[src/common/qpwm_pkg.sv]
package qpwm_pkg;

  // Geometry
  localparam int unsigned CHANNELS = 4;
  localparam int unsigned CNT_W = 24;
  localparam int unsigned ADDR_W = 4;
  localparam int unsigned PORT_C_W = 6;
  localparam int unsigned PIN_FIRST = 2;

  // Register byte offsets
  localparam logic [ADDR_W-1:0] REG_LOAD = 4'h0;
  localparam logic [ADDR_W-1:0] REG_CMD = 4'h4;
  localparam logic [ADDR_W-1:0] REG_STATUS = 4'h8;

  // Reset values
  localparam logic [CNT_W-1:0] LOAD_RESET = 24'h00_0000;
  localparam logic [7:0] CMD_RESET = 8'h00;

  // Command field positions
  localparam int unsigned CMD_QUAL_BIT = 0;
  localparam int unsigned CMD_CHAN_LSB = 1;
  localparam int unsigned CMD_OP_LSB = 4;

  // Opcodes
  localparam logic [3:0] OP_STOP = 4'h0;
  localparam logic [3:0] OP_LOAD = 4'h1;
  localparam logic [3:0] OP_POLARITY = 4'h2;
  localparam logic [3:0] OP_OUT_EN = 4'h3;
  localparam logic [3:0] OP_CLEAR = 4'h4;
  localparam logic [3:0] OP_ROUTE = 4'h5;
  localparam logic [3:0] OP_CLK_SEL = 4'h6;
  localparam logic [3:0] OP_START = 4'h7;

  // Status field positions
  localparam int unsigned ST_RUN_LSB = 0;
  localparam int unsigned ST_OEN_LSB = 4;
  localparam int unsigned ST_POL_LSB = 8;
  localparam int unsigned ST_CLK_LSB = 12;
  localparam int unsigned ST_ROUTE_BIT = 16;
  localparam int unsigned ST_LVL_LSB = 20;
  localparam int unsigned ST_PIN_LSB = 24;

  // Counter clock rates
  localparam int unsigned SYS_CLK_HZ = 200_000_000;
  localparam int unsigned FAST_CLK_HZ = 50_000_000;
  localparam int unsigned SLOW_CLK_HZ = 1_000_000;
  localparam int unsigned FAST_DIV = SYS_CLK_HZ / FAST_CLK_HZ;
  localparam int unsigned SLOW_DIV = SYS_CLK_HZ / SLOW_CLK_HZ;

  // Bus responses
  localparam logic [1:0] RESP_OKAY = 2'h0;
  localparam logic [1:0] RESP_SLVERR = 2'h2;

  typedef struct packed {
    logic [3:0] opcode;
    logic [2:0] chan;
    logic qual;
  } qpwm_cmd_t;

  typedef struct packed {
    logic start;
    logic stop;
    logic clear;
    logic load;
    logic set_pol;
    logic set_oen;
    logic set_clk;
    logic qual;
  } qpwm_ctl_t;

endpackage : qpwm_pkg

[src/hdl/qpwm_channel.sv]
`timescale 1ns/10ps
module qpwm_channel #(
  parameter int unsigned WIDTH = 24
) (
  // Clock, reset and enable
  input wire logic sys_clk_i,
  input wire logic rst_n_i,
  input wire logic ce_i,
  // Control
  input wire qpwm_pkg::qpwm_ctl_t ctl_i,
  input wire logic [WIDTH-1:0] load_value_i,
  input wire logic fast_tick_i,
  input wire logic slow_tick_i,
  // State
  output logic level_o,
  output logic running_o,
  output logic polarity_o,
  output logic out_en_o,
  output logic clk_sel_o
);

  logic [WIDTH-1:0] period_init_reg, period_init_next;
  logic [WIDTH-1:0] duty_init_reg, duty_init_next;
  logic [WIDTH-1:0] period_counter_reg, period_counter_next;
  logic [WIDTH-1:0] duty_counter_reg, duty_counter_next;
  logic run_reg, run_next;
  logic pol_reg, pol_next;
  logic oen_reg, oen_next;
  logic clk_reg, clk_next;
  logic level_reg, level_next;
  logic tick;
  logic wrap;

  assign tick = run_reg & (clk_reg ? slow_tick_i : fast_tick_i);
  assign wrap = period_counter_reg <= WIDTH'(1);

  always_comb begin
    period_init_next = period_init_reg;
    duty_init_next = duty_init_reg;
    period_counter_next = period_counter_reg;
    duty_counter_next = duty_counter_reg;
    run_next = run_reg;
    pol_next = pol_reg;
    oen_next = oen_reg;
    clk_next = clk_reg;
    if (tick) begin
      if (wrap) begin
        period_counter_next = period_init_reg;
        duty_counter_next = duty_init_reg;
      end else begin
        period_counter_next = period_counter_reg - WIDTH'(1);
        if (duty_counter_reg != '0) begin
          duty_counter_next = duty_counter_reg - WIDTH'(1);
        end
      end
    end
    if (ctl_i.stop) begin
      run_next = 1'b0;
    end
    if (ctl_i.start) begin
      run_next = 1'b1;
      period_counter_next = period_init_reg;
      duty_counter_next = duty_init_reg;
    end
    if (ctl_i.load) begin
      if (ctl_i.qual) begin
        duty_init_next = load_value_i;
      end else begin
        period_init_next = load_value_i;
      end
    end
    if (ctl_i.set_pol) begin
      pol_next = ctl_i.qual;
    end
    if (ctl_i.set_oen) begin
      oen_next = ctl_i.qual;
    end
    if (ctl_i.set_clk) begin
      clk_next = ctl_i.qual;
    end
    if (ctl_i.clear) begin
      period_init_next = '0;
      duty_init_next = '0;
      period_counter_next = '0;
      duty_counter_next = '0;
      run_next = 1'b0;
      pol_next = 1'b0;
      oen_next = 1'b0;
      clk_next = 1'b0;
    end
    // Active at period start while duty remains; inactive is opposite polarity
    level_next = (run_next & oen_next & (duty_counter_next != '0)) ? pol_next : ~pol_next;
  end

  always_ff @(posedge sys_clk_i) begin
    if (!rst_n_i) begin
      period_init_reg <= '0;
      duty_init_reg <= '0;
      period_counter_reg <= '0;
      duty_counter_reg <= '0;
      run_reg <= 1'b0;
      pol_reg <= 1'b0;
      oen_reg <= 1'b0;
      clk_reg <= 1'b0;
      level_reg <= 1'b1;
    end else if (ce_i) begin
      period_init_reg <= period_init_next;
      duty_init_reg <= duty_init_next;
      period_counter_reg <= period_counter_next;
      duty_counter_reg <= duty_counter_next;
      run_reg <= run_next;
      pol_reg <= pol_next;
      oen_reg <= oen_next;
      clk_reg <= clk_next;
      level_reg <= level_next;
    end
  end

  assign level_o = level_reg;
  assign running_o = run_reg;
  assign polarity_o = pol_reg;
  assign out_en_o = oen_reg;
  assign clk_sel_o = clk_reg;

endmodule : qpwm_channel

[src/hdl/qpwm_top.sv]
`timescale 1ns/10ps
module qpwm_top #(
  parameter int unsigned CHANNELS = qpwm_pkg::CHANNELS,
  parameter int unsigned CNT_W = qpwm_pkg::CNT_W,
  parameter int unsigned FAST_DIV = qpwm_pkg::FAST_DIV,
  parameter int unsigned SLOW_DIV = qpwm_pkg::SLOW_DIV
) (
  // Clock, reset, enable
  input wire logic sys_clk_i,
  input wire logic rst_n_i,
  input wire logic ce_i,
  // AXI4-Lite write address
  input wire logic [qpwm_pkg::ADDR_W-1:0] s_axi_awaddr_i,
  input wire logic s_axi_awvalid_i,
  output logic s_axi_awready_o,
  // AXI4-Lite write data
  input wire logic [31:0] s_axi_wdata_i,
  input wire logic [3:0] s_axi_wstrb_i,
  input wire logic s_axi_wvalid_i,
  output logic s_axi_wready_o,
  // AXI4-Lite write response
  output logic [1:0] s_axi_bresp_o,
  output logic s_axi_bvalid_o,
  input wire logic s_axi_bready_i,
  // AXI4-Lite read address
  input wire logic [qpwm_pkg::ADDR_W-1:0] s_axi_araddr_i,
  input wire logic s_axi_arvalid_i,
  output logic s_axi_arready_o,
  // AXI4-Lite read data
  output logic [31:0] s_axi_rdata_o,
  output logic [1:0] s_axi_rresp_o,
  output logic s_axi_rvalid_o,
  input wire logic s_axi_rready_i,
  // Digital I/O port C settings
  input wire logic [qpwm_pkg::PORT_C_W-1:0] pin_direction_bit_i,
  input wire logic [qpwm_pkg::PORT_C_W-1:0] dio_out_value_i,
  // Converter clock/trigger claims
  input wire logic [qpwm_pkg::PORT_C_W-1:0] conv_req_i,
  input wire logic [qpwm_pkg::PORT_C_W-1:0] conv_out_i,
  input wire logic [qpwm_pkg::PORT_C_W-1:0] conv_oe_i,
  // Port C pins
  input wire logic [qpwm_pkg::PORT_C_W-1:0] port_c_pin_i,
  output logic [qpwm_pkg::PORT_C_W-1:0] port_c_pin_o,
  output logic [qpwm_pkg::PORT_C_W-1:0] port_c_pin_oe_o,
  // Channel levels
  output logic [CHANNELS-1:0] pwm_level_o
);

  localparam int unsigned FAST_W = $clog2(FAST_DIV + 1);
  localparam int unsigned SLOW_W = $clog2(SLOW_DIV + 1);
  localparam int unsigned AW = qpwm_pkg::ADDR_W;
  localparam int unsigned PW = qpwm_pkg::PORT_C_W;

  function automatic logic addr_is(input logic [AW-1:0] addr, input logic [AW-1:0] off);
    addr_is = addr[AW-1:2] == off[AW-1:2];
  endfunction : addr_is

  function automatic logic [31:0] merge_bytes(input logic [31:0] old_word,
                                              input logic [31:0] new_word,
                                              input logic [3:0] strb);
    logic [31:0] res;
    res = old_word;
    for (int b = 0; b < 4; b++) begin
      if (strb[b]) begin
        res[8*b +: 8] = new_word[8*b +: 8];
      end
    end
    merge_bytes = res;
  endfunction : merge_bytes

  // Write channel state
  logic aw_hold_reg;
  logic [AW-1:0] awaddr_reg;
  logic w_hold_reg;
  logic [31:0] wdata_reg;
  logic [3:0] wstrb_reg;
  logic bvalid_reg;
  logic [1:0] bresp_reg;

  // Read channel state
  logic rvalid_reg;
  logic [31:0] rdata_reg;
  logic [1:0] rresp_reg;

  // Programming registers
  logic [CNT_W-1:0] load_value_reg;
  qpwm_pkg::qpwm_cmd_t cmd_reg;
  logic cmd_pulse_reg;
  logic route_reg;

  // Prescalers
  logic [FAST_W-1:0] fast_cnt_reg;
  logic [SLOW_W-1:0] slow_cnt_reg;
  logic fast_tick;
  logic slow_tick;

  // Pins
  logic [PW-1:0] pin_out_reg;
  logic [PW-1:0] pin_oe_reg;

  // Write decode
  logic aw_take;
  logic w_take;
  logic have_aw;
  logic have_w;
  logic wr_do;
  logic [AW-1:0] wr_addr;
  logic [31:0] wr_data;
  logic [3:0] wr_strb;
  logic wr_load;
  logic wr_cmd;
  logic wr_status;
  logic wr_mapped;
  logic [31:0] load_merged;

  assign s_axi_awready_o = ce_i & ~aw_hold_reg & ~bvalid_reg;
  assign s_axi_wready_o = ce_i & ~w_hold_reg & ~bvalid_reg;
  assign aw_take = s_axi_awvalid_i & s_axi_awready_o;
  assign w_take = s_axi_wvalid_i & s_axi_wready_o;
  assign have_aw = aw_hold_reg | aw_take;
  assign have_w = w_hold_reg | w_take;
  assign wr_do = ce_i & have_aw & have_w & ~bvalid_reg;
  assign wr_addr = aw_hold_reg ? awaddr_reg : s_axi_awaddr_i;
  assign wr_data = w_hold_reg ? wdata_reg : s_axi_wdata_i;
  assign wr_strb = w_hold_reg ? wstrb_reg : s_axi_wstrb_i;
  assign wr_load = wr_do & addr_is(wr_addr, qpwm_pkg::REG_LOAD);
  assign wr_cmd = wr_do & addr_is(wr_addr, qpwm_pkg::REG_CMD) & wr_strb[0];
  assign wr_status = addr_is(wr_addr, qpwm_pkg::REG_STATUS);
  assign wr_mapped = addr_is(wr_addr, qpwm_pkg::REG_LOAD) | addr_is(wr_addr, qpwm_pkg::REG_CMD) | wr_status;
  assign load_merged = merge_bytes({8'h00, load_value_reg}, wr_data, wr_strb);

  always_ff @(posedge sys_clk_i) begin
    if (!rst_n_i) begin
      aw_hold_reg <= 1'b0;
      awaddr_reg <= '0;
      w_hold_reg <= 1'b0;
      wdata_reg <= 32'h0000_0000;
      wstrb_reg <= 4'h0;
      bvalid_reg <= 1'b0;
      bresp_reg <= qpwm_pkg::RESP_OKAY;
    end else if (ce_i) begin
      if (aw_take) begin
        awaddr_reg <= s_axi_awaddr_i;
      end
      if (w_take) begin
        wdata_reg <= s_axi_wdata_i;
        wstrb_reg <= s_axi_wstrb_i;
      end
      aw_hold_reg <= have_aw & ~wr_do;
      w_hold_reg <= have_w & ~wr_do;
      if (wr_do) begin
        bvalid_reg <= 1'b1;
        bresp_reg <= wr_mapped ? qpwm_pkg::RESP_OKAY : qpwm_pkg::RESP_SLVERR;
      end else if (s_axi_bready_i) begin
        bvalid_reg <= 1'b0;
      end
    end
  end

  assign s_axi_bvalid_o = bvalid_reg;
  assign s_axi_bresp_o = bresp_reg;

  // Programming registers; a command is held one cycle, then executed
  always_ff @(posedge sys_clk_i) begin
    if (!rst_n_i) begin
      load_value_reg <= qpwm_pkg::LOAD_RESET;
      cmd_reg <= qpwm_pkg::CMD_RESET;
      cmd_pulse_reg <= 1'b0;
    end else if (ce_i) begin
      if (wr_load) begin
        load_value_reg <= load_merged[CNT_W-1:0];
      end
      if (wr_cmd) begin
        cmd_reg <= wr_data[7:0];
      end
      cmd_pulse_reg <= wr_cmd;
    end
  end

  // Command decode
  logic op_stop;
  logic op_load;
  logic op_pol;
  logic op_oen;
  logic op_clear;
  logic op_route;
  logic op_clk;
  logic op_start;
  logic scope_all;

  assign op_stop = cmd_pulse_reg & (cmd_reg.opcode == qpwm_pkg::OP_STOP);
  assign op_load = cmd_pulse_reg & (cmd_reg.opcode == qpwm_pkg::OP_LOAD);
  assign op_pol = cmd_pulse_reg & (cmd_reg.opcode == qpwm_pkg::OP_POLARITY);
  assign op_oen = cmd_pulse_reg & (cmd_reg.opcode == qpwm_pkg::OP_OUT_EN);
  assign op_clear = cmd_pulse_reg & (cmd_reg.opcode == qpwm_pkg::OP_CLEAR);
  assign op_route = cmd_pulse_reg & (cmd_reg.opcode == qpwm_pkg::OP_ROUTE);
  assign op_clk = cmd_pulse_reg & (cmd_reg.opcode == qpwm_pkg::OP_CLK_SEL);
  assign op_start = cmd_pulse_reg & (cmd_reg.opcode == qpwm_pkg::OP_START);
  assign scope_all = cmd_reg.qual;

  always_ff @(posedge sys_clk_i) begin
    if (!rst_n_i) begin
      route_reg <= 1'b0;
    end else if (ce_i && op_route) begin
      route_reg <= cmd_reg.qual;
    end
  end

  // Internal clock enables for the counters
  assign fast_tick = fast_cnt_reg == FAST_W'(FAST_DIV - 1);
  assign slow_tick = slow_cnt_reg == SLOW_W'(SLOW_DIV - 1);

  always_ff @(posedge sys_clk_i) begin
    if (!rst_n_i) begin
      fast_cnt_reg <= '0;
      slow_cnt_reg <= '0;
    end else if (ce_i) begin
      fast_cnt_reg <= fast_tick ? '0 : fast_cnt_reg + FAST_W'(1);
      slow_cnt_reg <= slow_tick ? '0 : slow_cnt_reg + SLOW_W'(1);
    end
  end

  // Channels
  logic [CHANNELS-1:0] ch_level;
  logic [CHANNELS-1:0] ch_run;
  logic [CHANNELS-1:0] ch_pol;
  logic [CHANNELS-1:0] ch_oen;
  logic [CHANNELS-1:0] ch_clk;

  for (genvar i = 0; i < CHANNELS; i++) begin : g_ch
    logic hit;
    qpwm_pkg::qpwm_ctl_t ctl;

    assign hit = {1'b0, cmd_reg.chan} == 4'(i);
    assign ctl.stop = op_stop & (hit | scope_all);
    assign ctl.start = op_start & (hit | scope_all);
    assign ctl.clear = op_clear & (hit | scope_all);
    assign ctl.load = op_load & hit;
    assign ctl.set_pol = op_pol & hit;
    assign ctl.set_oen = op_oen & hit;
    assign ctl.set_clk = op_clk & hit;
    assign ctl.qual = cmd_reg.qual;

    qpwm_channel #(
      .WIDTH(CNT_W)
    ) u_channel (
      .sys_clk_i(sys_clk_i),
      .rst_n_i(rst_n_i),
      .ce_i(ce_i),
      .ctl_i(ctl),
      .load_value_i(load_value_reg),
      .fast_tick_i(fast_tick),
      .slow_tick_i(slow_tick),
      .level_o(ch_level[i]),
      .running_o(ch_run[i]),
      .polarity_o(ch_pol[i]),
      .out_en_o(ch_oen[i]),
      .clk_sel_o(ch_clk[i])
    );
  end

  assign pwm_level_o = ch_level;

  // Port C pin muxing
  logic [PW-1:0] pwm_claim;
  logic [PW-1:0] pwm_pin_val;
  logic [PW-1:0] pin_out_next;
  logic [PW-1:0] pin_oe_next;

  for (genvar p = 0; p < PW; p++) begin : g_pin
    if (p >= qpwm_pkg::PIN_FIRST && p < qpwm_pkg::PIN_FIRST + CHANNELS) begin : g_pwm
      assign pwm_claim[p] = route_reg;
      assign pwm_pin_val[p] = ch_level[p - qpwm_pkg::PIN_FIRST];
    end else begin : g_none
      assign pwm_claim[p] = 1'b0;
      assign pwm_pin_val[p] = 1'b0;
    end
    assign pin_out_next[p] = conv_req_i[p] ? conv_out_i[p] :
                             pwm_claim[p] ? pwm_pin_val[p] : dio_out_value_i[p];
    assign pin_oe_next[p] = conv_req_i[p] ? conv_oe_i[p] :
                            pwm_claim[p] ? 1'b1 : pin_direction_bit_i[p];
  end

  always_ff @(posedge sys_clk_i) begin
    if (!rst_n_i) begin
      pin_out_reg <= '0;
      pin_oe_reg <= '0;
    end else if (ce_i) begin
      pin_out_reg <= pin_out_next;
      pin_oe_reg <= pin_oe_next;
    end
  end

  assign port_c_pin_o = pin_out_reg;
  assign port_c_pin_oe_o = pin_oe_reg;

  // Read side
  logic ar_take;
  logic [31:0] status_word;
  logic [31:0] rd_word;
  logic rd_mapped;

  assign s_axi_arready_o = ce_i & ~rvalid_reg;
  assign ar_take = s_axi_arvalid_i & s_axi_arready_o;

  always_comb begin
    status_word = 32'h0000_0000;
    status_word[qpwm_pkg::ST_RUN_LSB +: CHANNELS] = ch_run;
    status_word[qpwm_pkg::ST_OEN_LSB +: CHANNELS] = ch_oen;
    status_word[qpwm_pkg::ST_POL_LSB +: CHANNELS] = ch_pol;
    status_word[qpwm_pkg::ST_CLK_LSB +: CHANNELS] = ch_clk;
    status_word[qpwm_pkg::ST_ROUTE_BIT] = route_reg;
    status_word[qpwm_pkg::ST_LVL_LSB +: CHANNELS] = ch_level;
    status_word[qpwm_pkg::ST_PIN_LSB +: PW] = port_c_pin_i;
  end

  assign rd_mapped = addr_is(s_axi_araddr_i, qpwm_pkg::REG_LOAD) |
                     addr_is(s_axi_araddr_i, qpwm_pkg::REG_CMD) |
                     addr_is(s_axi_araddr_i, qpwm_pkg::REG_STATUS);
  assign rd_word = addr_is(s_axi_araddr_i, qpwm_pkg::REG_LOAD) ? {8'h00, load_value_reg} :
                   addr_is(s_axi_araddr_i, qpwm_pkg::REG_STATUS) ? status_word : 32'h0000_0000;

  always_ff @(posedge sys_clk_i) begin
    if (!rst_n_i) begin
      rvalid_reg <= 1'b0;
      rdata_reg <= 32'h0000_0000;
      rresp_reg <= qpwm_pkg::RESP_OKAY;
    end else if (ce_i) begin
      if (ar_take) begin
        rvalid_reg <= 1'b1;
        rdata_reg <= rd_word;
        rresp_reg <= rd_mapped ? qpwm_pkg::RESP_OKAY : qpwm_pkg::RESP_SLVERR;
      end else if (s_axi_rready_i) begin
        rvalid_reg <= 1'b0;
      end
    end
  end

  assign s_axi_rvalid_o = rvalid_reg;
  assign s_axi_rdata_o = rdata_reg;
  assign s_axi_rresp_o = rresp_reg;

endmodule : qpwm_top

[config.mk]
export PLATFORM = sky130hd
export DESIGN_NAME = qpwm_top
export DESIGN_NICKNAME = d
export VERILOG_FILES = /design/src/common/qpwm_pkg.sv /design/src/hdl/qpwm_channel.sv /design/src/hdl/qpwm_top.sv
export SDC_FILE = /design/constraint.sdc
export NUM_CORES = 2
export LEC_CHECK = 0
export BUFFER_PORTS_ARGS = -buffer_cell sky130_fd_sc_hd__buf_2
export CAP_MARGIN = 10
export CELL_PAD_IN_SITES_DETAIL_PLACEMENT = 0
export CELL_PAD_IN_SITES_GLOBAL_PLACEMENT = 1
export CORE_ASPECT_RATIO = 0.8
export CORE_MARGIN = 5
export CORE_UTILIZATION = 30
export DETAILED_ROUTE_END_ITERATION = 7
export PLACE_DENSITY = 0.54
export SETUP_SLACK_MARGIN = 0.1
export SLEW_MARGIN = 20
export SYNTH_ARGS = -nofsm -noshare
export SYNTH_HDL_FRONTEND = slang
export SYNTH_HIERARCHICAL = 1
export SYNTH_SLANG_ARGS = --single-unit
[constraint.sdc]
create_clock -name sys_clk_i -period 6.3 [get_ports sys_clk_i]
set_input_delay 1.575 -clock sys_clk_i [delete_from_list [all_inputs] [get_ports sys_clk_i]]
set_output_delay 1.575 -clock sys_clk_i [all_outputs]
set_load 0.005 [all_outputs]
==> impl_results.md <==
* Run status: completed
* Count of flip-flops with a built-in enable after synthesis at 0
* F_max at roughly 210 MHz
* Most common library cell in the layout ignoring fill and taps: dfxtp_1
* Via density at approximately 5.5
* Maximum number of pins on one net before global-route repair at between 100 and 150
* Shortest clock period the worst path allows after layout at approximately 4700 ps
* Total via count after detailed routing at 27.9k
* Worst Tran Pin Value at 1180 ps
* Top fanout value on the critical path at 12
* Final instance area at approximately 34000 um2
* Ys Warns at 6
* Vertical die dimension at approximately 300 um
* Total routed wirelength at around 120000 um
* Root buffer cell: clkbuf_16
* Final max-slew violation count at 0
* VDD IR max at 0.000221 V
* Number of antenna violations at the first check in global routing at 24
* Post-layout net count at between 3k and 4k
* Most common flop cell mapped by yosys: dfxtp_1
* Clock Latency Late Sink at roughly 660 ps
* Category of the most critical setup path: reg2reg
* Number of cells produced by synthesis at ~3.7k
* Number of nets with antenna violations after routing at 0
* Vias in the first global route at 26.4k
* Mapped Avg Cell Area at ~8.0 um2
* WP data required at ~7000 ps
* Final-layout setup total negative slack at 0 ps
* Synthesized area at roughly 30000 um2
* Resize count post-CTS at 0
* Final-layout worst hold slack at about 440 ps
* GP Congestion at approximately 0.83
* HPWL after detailed placement at between 70000 and 80000 um
* H-tree levels at 2
* Setup bufs post-CTS at 0
* Number of flip-flops and latches in the synthesized netlist at roughly 530
* FP Rows at just over 100
* Number of optimization iterations in the first detailed-route pass at 5
* Count of hold buffers inserted by post-cts repair at 0
* Drt wl/cell at 23.2 um
* Iteration-0 DRC Markers at 2038
* Portion of the clock cycle consumed by the worst path in the final layout at about three quarters
* Worst min-delay path category: reg2reg
* Endpoint class of the critical path: flip-flop
* Total of fill cells in the finished design at approximately 11k
* Share of layout cells above drive strength 1 at between 10% and 20%
* Residual DRC at 0
* TritonCTS clock tree: yes
* Worst clock skew at 31.1 ps
* Final Power at 7.74 mW
* Max Buffers Root-to-Sink at 3
* Number of CTS-inserted buffers at 61
* Final Hold Viols at 0
* Number of top-level pins at 145
* Area of the core at slightly below 100000 um2
* CP startpoint kind: flip-flop
* Buffers added on ports at approximately 130
* Die area at ~110000 um2
* Async set-or-reset flop fraction in the synthesized netlist at 0%
* Yosys cell types at ~110
* Pwr per Cell Area at ~230 nW/um2
* Sum of overflow across all layers after global routing at 0
* Starting Density at between 30% and 40%
* Clock Pin Slew Worst Setup and Hold Paths at ~60 ps
* Total number of clock tree sinks at approximately 530
* Unrepaired setup endpoints after global routing: false
* Commonest cells after routing, fill and taps aside: dfxtp_1, nand2_1, a21oi_1
* Worst EP arrival at between 5000 and 6000 ps
* First-pass GRT wire length at roughly 180000 um
* Sequential cell area fraction in the yosys report at between 30% and 40%
* Post-Place Cell Area at between 30000 and 40000 um2
* Reported max-cap violation count at 0
* Slew Limit Headroom at a little over a fifth
* Signed area change from the synthesized netlist to the final layout at 13.2%
* Final number of setup-violating endpoints at 0
* Die boundary width at 363 um
* Total routing resource utilization after global routing at a little over a fifth
* LEAKAGE at between 10 and 15 nW
[layout make-up]
cell class	count	area [um2]	area share, %
clock inverter	16	199	0.589
timing repair buffer	205	1240	3.67
inverter	85	320	0.948
sequential	526	10500	31.2
clock buffer	91	1870	5.53
antenna	7	17.5	0.0518
tap	1312	1640	4.86
multi-input combinational	2855	18000	53.2
[Yosys cell counts (14+ instances only)]
cell | n | area, um2
nand4_1 | 112 | 701
mux2_2 | 17 | 191
o22a_1 | 15 | 131
nor3_1 | 93 | 465
a21oi_1 | 342 | 1710
dfxtp_1 | 526 | 10500
xor2_1 | 16 | 140
a311oi_1 | 24 | 210
clkbuf_1 | 204 | 766
and3_1 | 16 | 100
o21ai_0 | 147 | 736
a22oi_1 | 37 | 278
mux2i_1 | 143 | 1430
nor4_1 | 39 | 244
o221ai_1 | 16 | 140
or3_1 | 49 | 307
and4_1 | 14 | 123
o22ai_1 | 32 | 200
o221a_2 | 19 | 214
nor2b_1 | 219 | 1370
buf_2 | 21 | 105
nand3_1 | 60 | 300
a21boi_0 | 92 | 691
o211ai_1 | 17 | 128
o211a_1 | 20 | 200
a31oi_1 | 34 | 213
inv_1 | 81 | 304
a211oi_1 | 20 | 150
nand2_1 | 355 | 1330
buf_1 | 30 | 113
nand2b_1 | 34 | 213
nor4_2 | 17 | 213
and2_1 | 84 | 526
or4_1 | 32 | 240
nor3b_1 | 141 | 1060
ha_1 | 18 | 225
nor2_1 | 291 | 1090
o21ai_1 | 29 | 145
a22o_1 | 14 | 123
[where the power goes]
part           switching [mW]  leakage [nW]  internal (mW)
combinational           0.354          6.73          0.219
clock                    1.56          1.03           2.19
sequential             0.0555          4.25           3.36
total                    1.96          12.0           5.77
[worst paths after layout]
path | startpoint | to | slack [ps] | cells past startpoint
worst max-delay path | fast_cnt_reg[0]$_SDFFE_PN0P_ | g_ch[2].u_channel/level_o$_SDFFE_PN1P_ | 1620 | 11
worst max register to register | fast_cnt_reg[0]$_SDFFE_PN0P_ | g_ch[2].u_channel/level_o$_SDFFE_PN1P_ | 1620 | 11
worst min-delay path | fast_cnt_reg[2]$_SDFFE_PN0P_ | fast_cnt_reg[2]$_SDFFE_PN0P_ | 440 | 2
worst min register to register | fast_cnt_reg[2]$_SDFFE_PN0P_ | fast_cnt_reg[2]$_SDFFE_PN0P_ | 440 | 2
[critical path, stage by stage (launching register included)]
cell and delay [ps]:
dfxtp_1 350, ha_1 170, nor2b_1 600, mux2_2 420
nand2_1 380, o31ai_1 920, a21boi_0 290, a311oi_1 140
nor4_1 460, nand4b_2 210, or4_1 550, o2111ai_1 120
[logic make-up after synthesis]
group / after synthesis / share of synthesized area, %
DFF: 526 / 35.3
buffers and inverters: 360 / 5.01
muxes: 160 / 5.43
adders and majority gates: 18 / 0.754
other: 1 / 0.0126
and+or+nand+nor: 1651 / 30.8
AOI/OAI and AO/OA: 995 / 22.0
xor gates and xnor gates: 27 / 0.792
[through the flow]
stage | cells | utilization, % | worst slack, ps
finish | 5097 | 34.2 | 1620
global route | 5092 | 34.2 | 1360
CTS | 5090 | 34.2 | 1670
detailed placement | 4983 | 32.1 | 1700
global placement | 4983 | 32.1 | 1770
floorplan | 3741 | - | 2570
[layer usage]
metal | part of all wire, % | track usage, % | vias up | wire [um]
li1 | - | - | 13639 | -
met1 | 50 | 32.0 | 13446 | 58600
met2 | 42 | 31.6 | 686 | 49200
met3 | 6.5 | 4.49 | 127 | 7730
met4 | 2.1 | 4.78 | 14 | 2460
met5 | 0.073 | 0 | - | 86
Note: power is estimated with default switching activity, not from simulation.
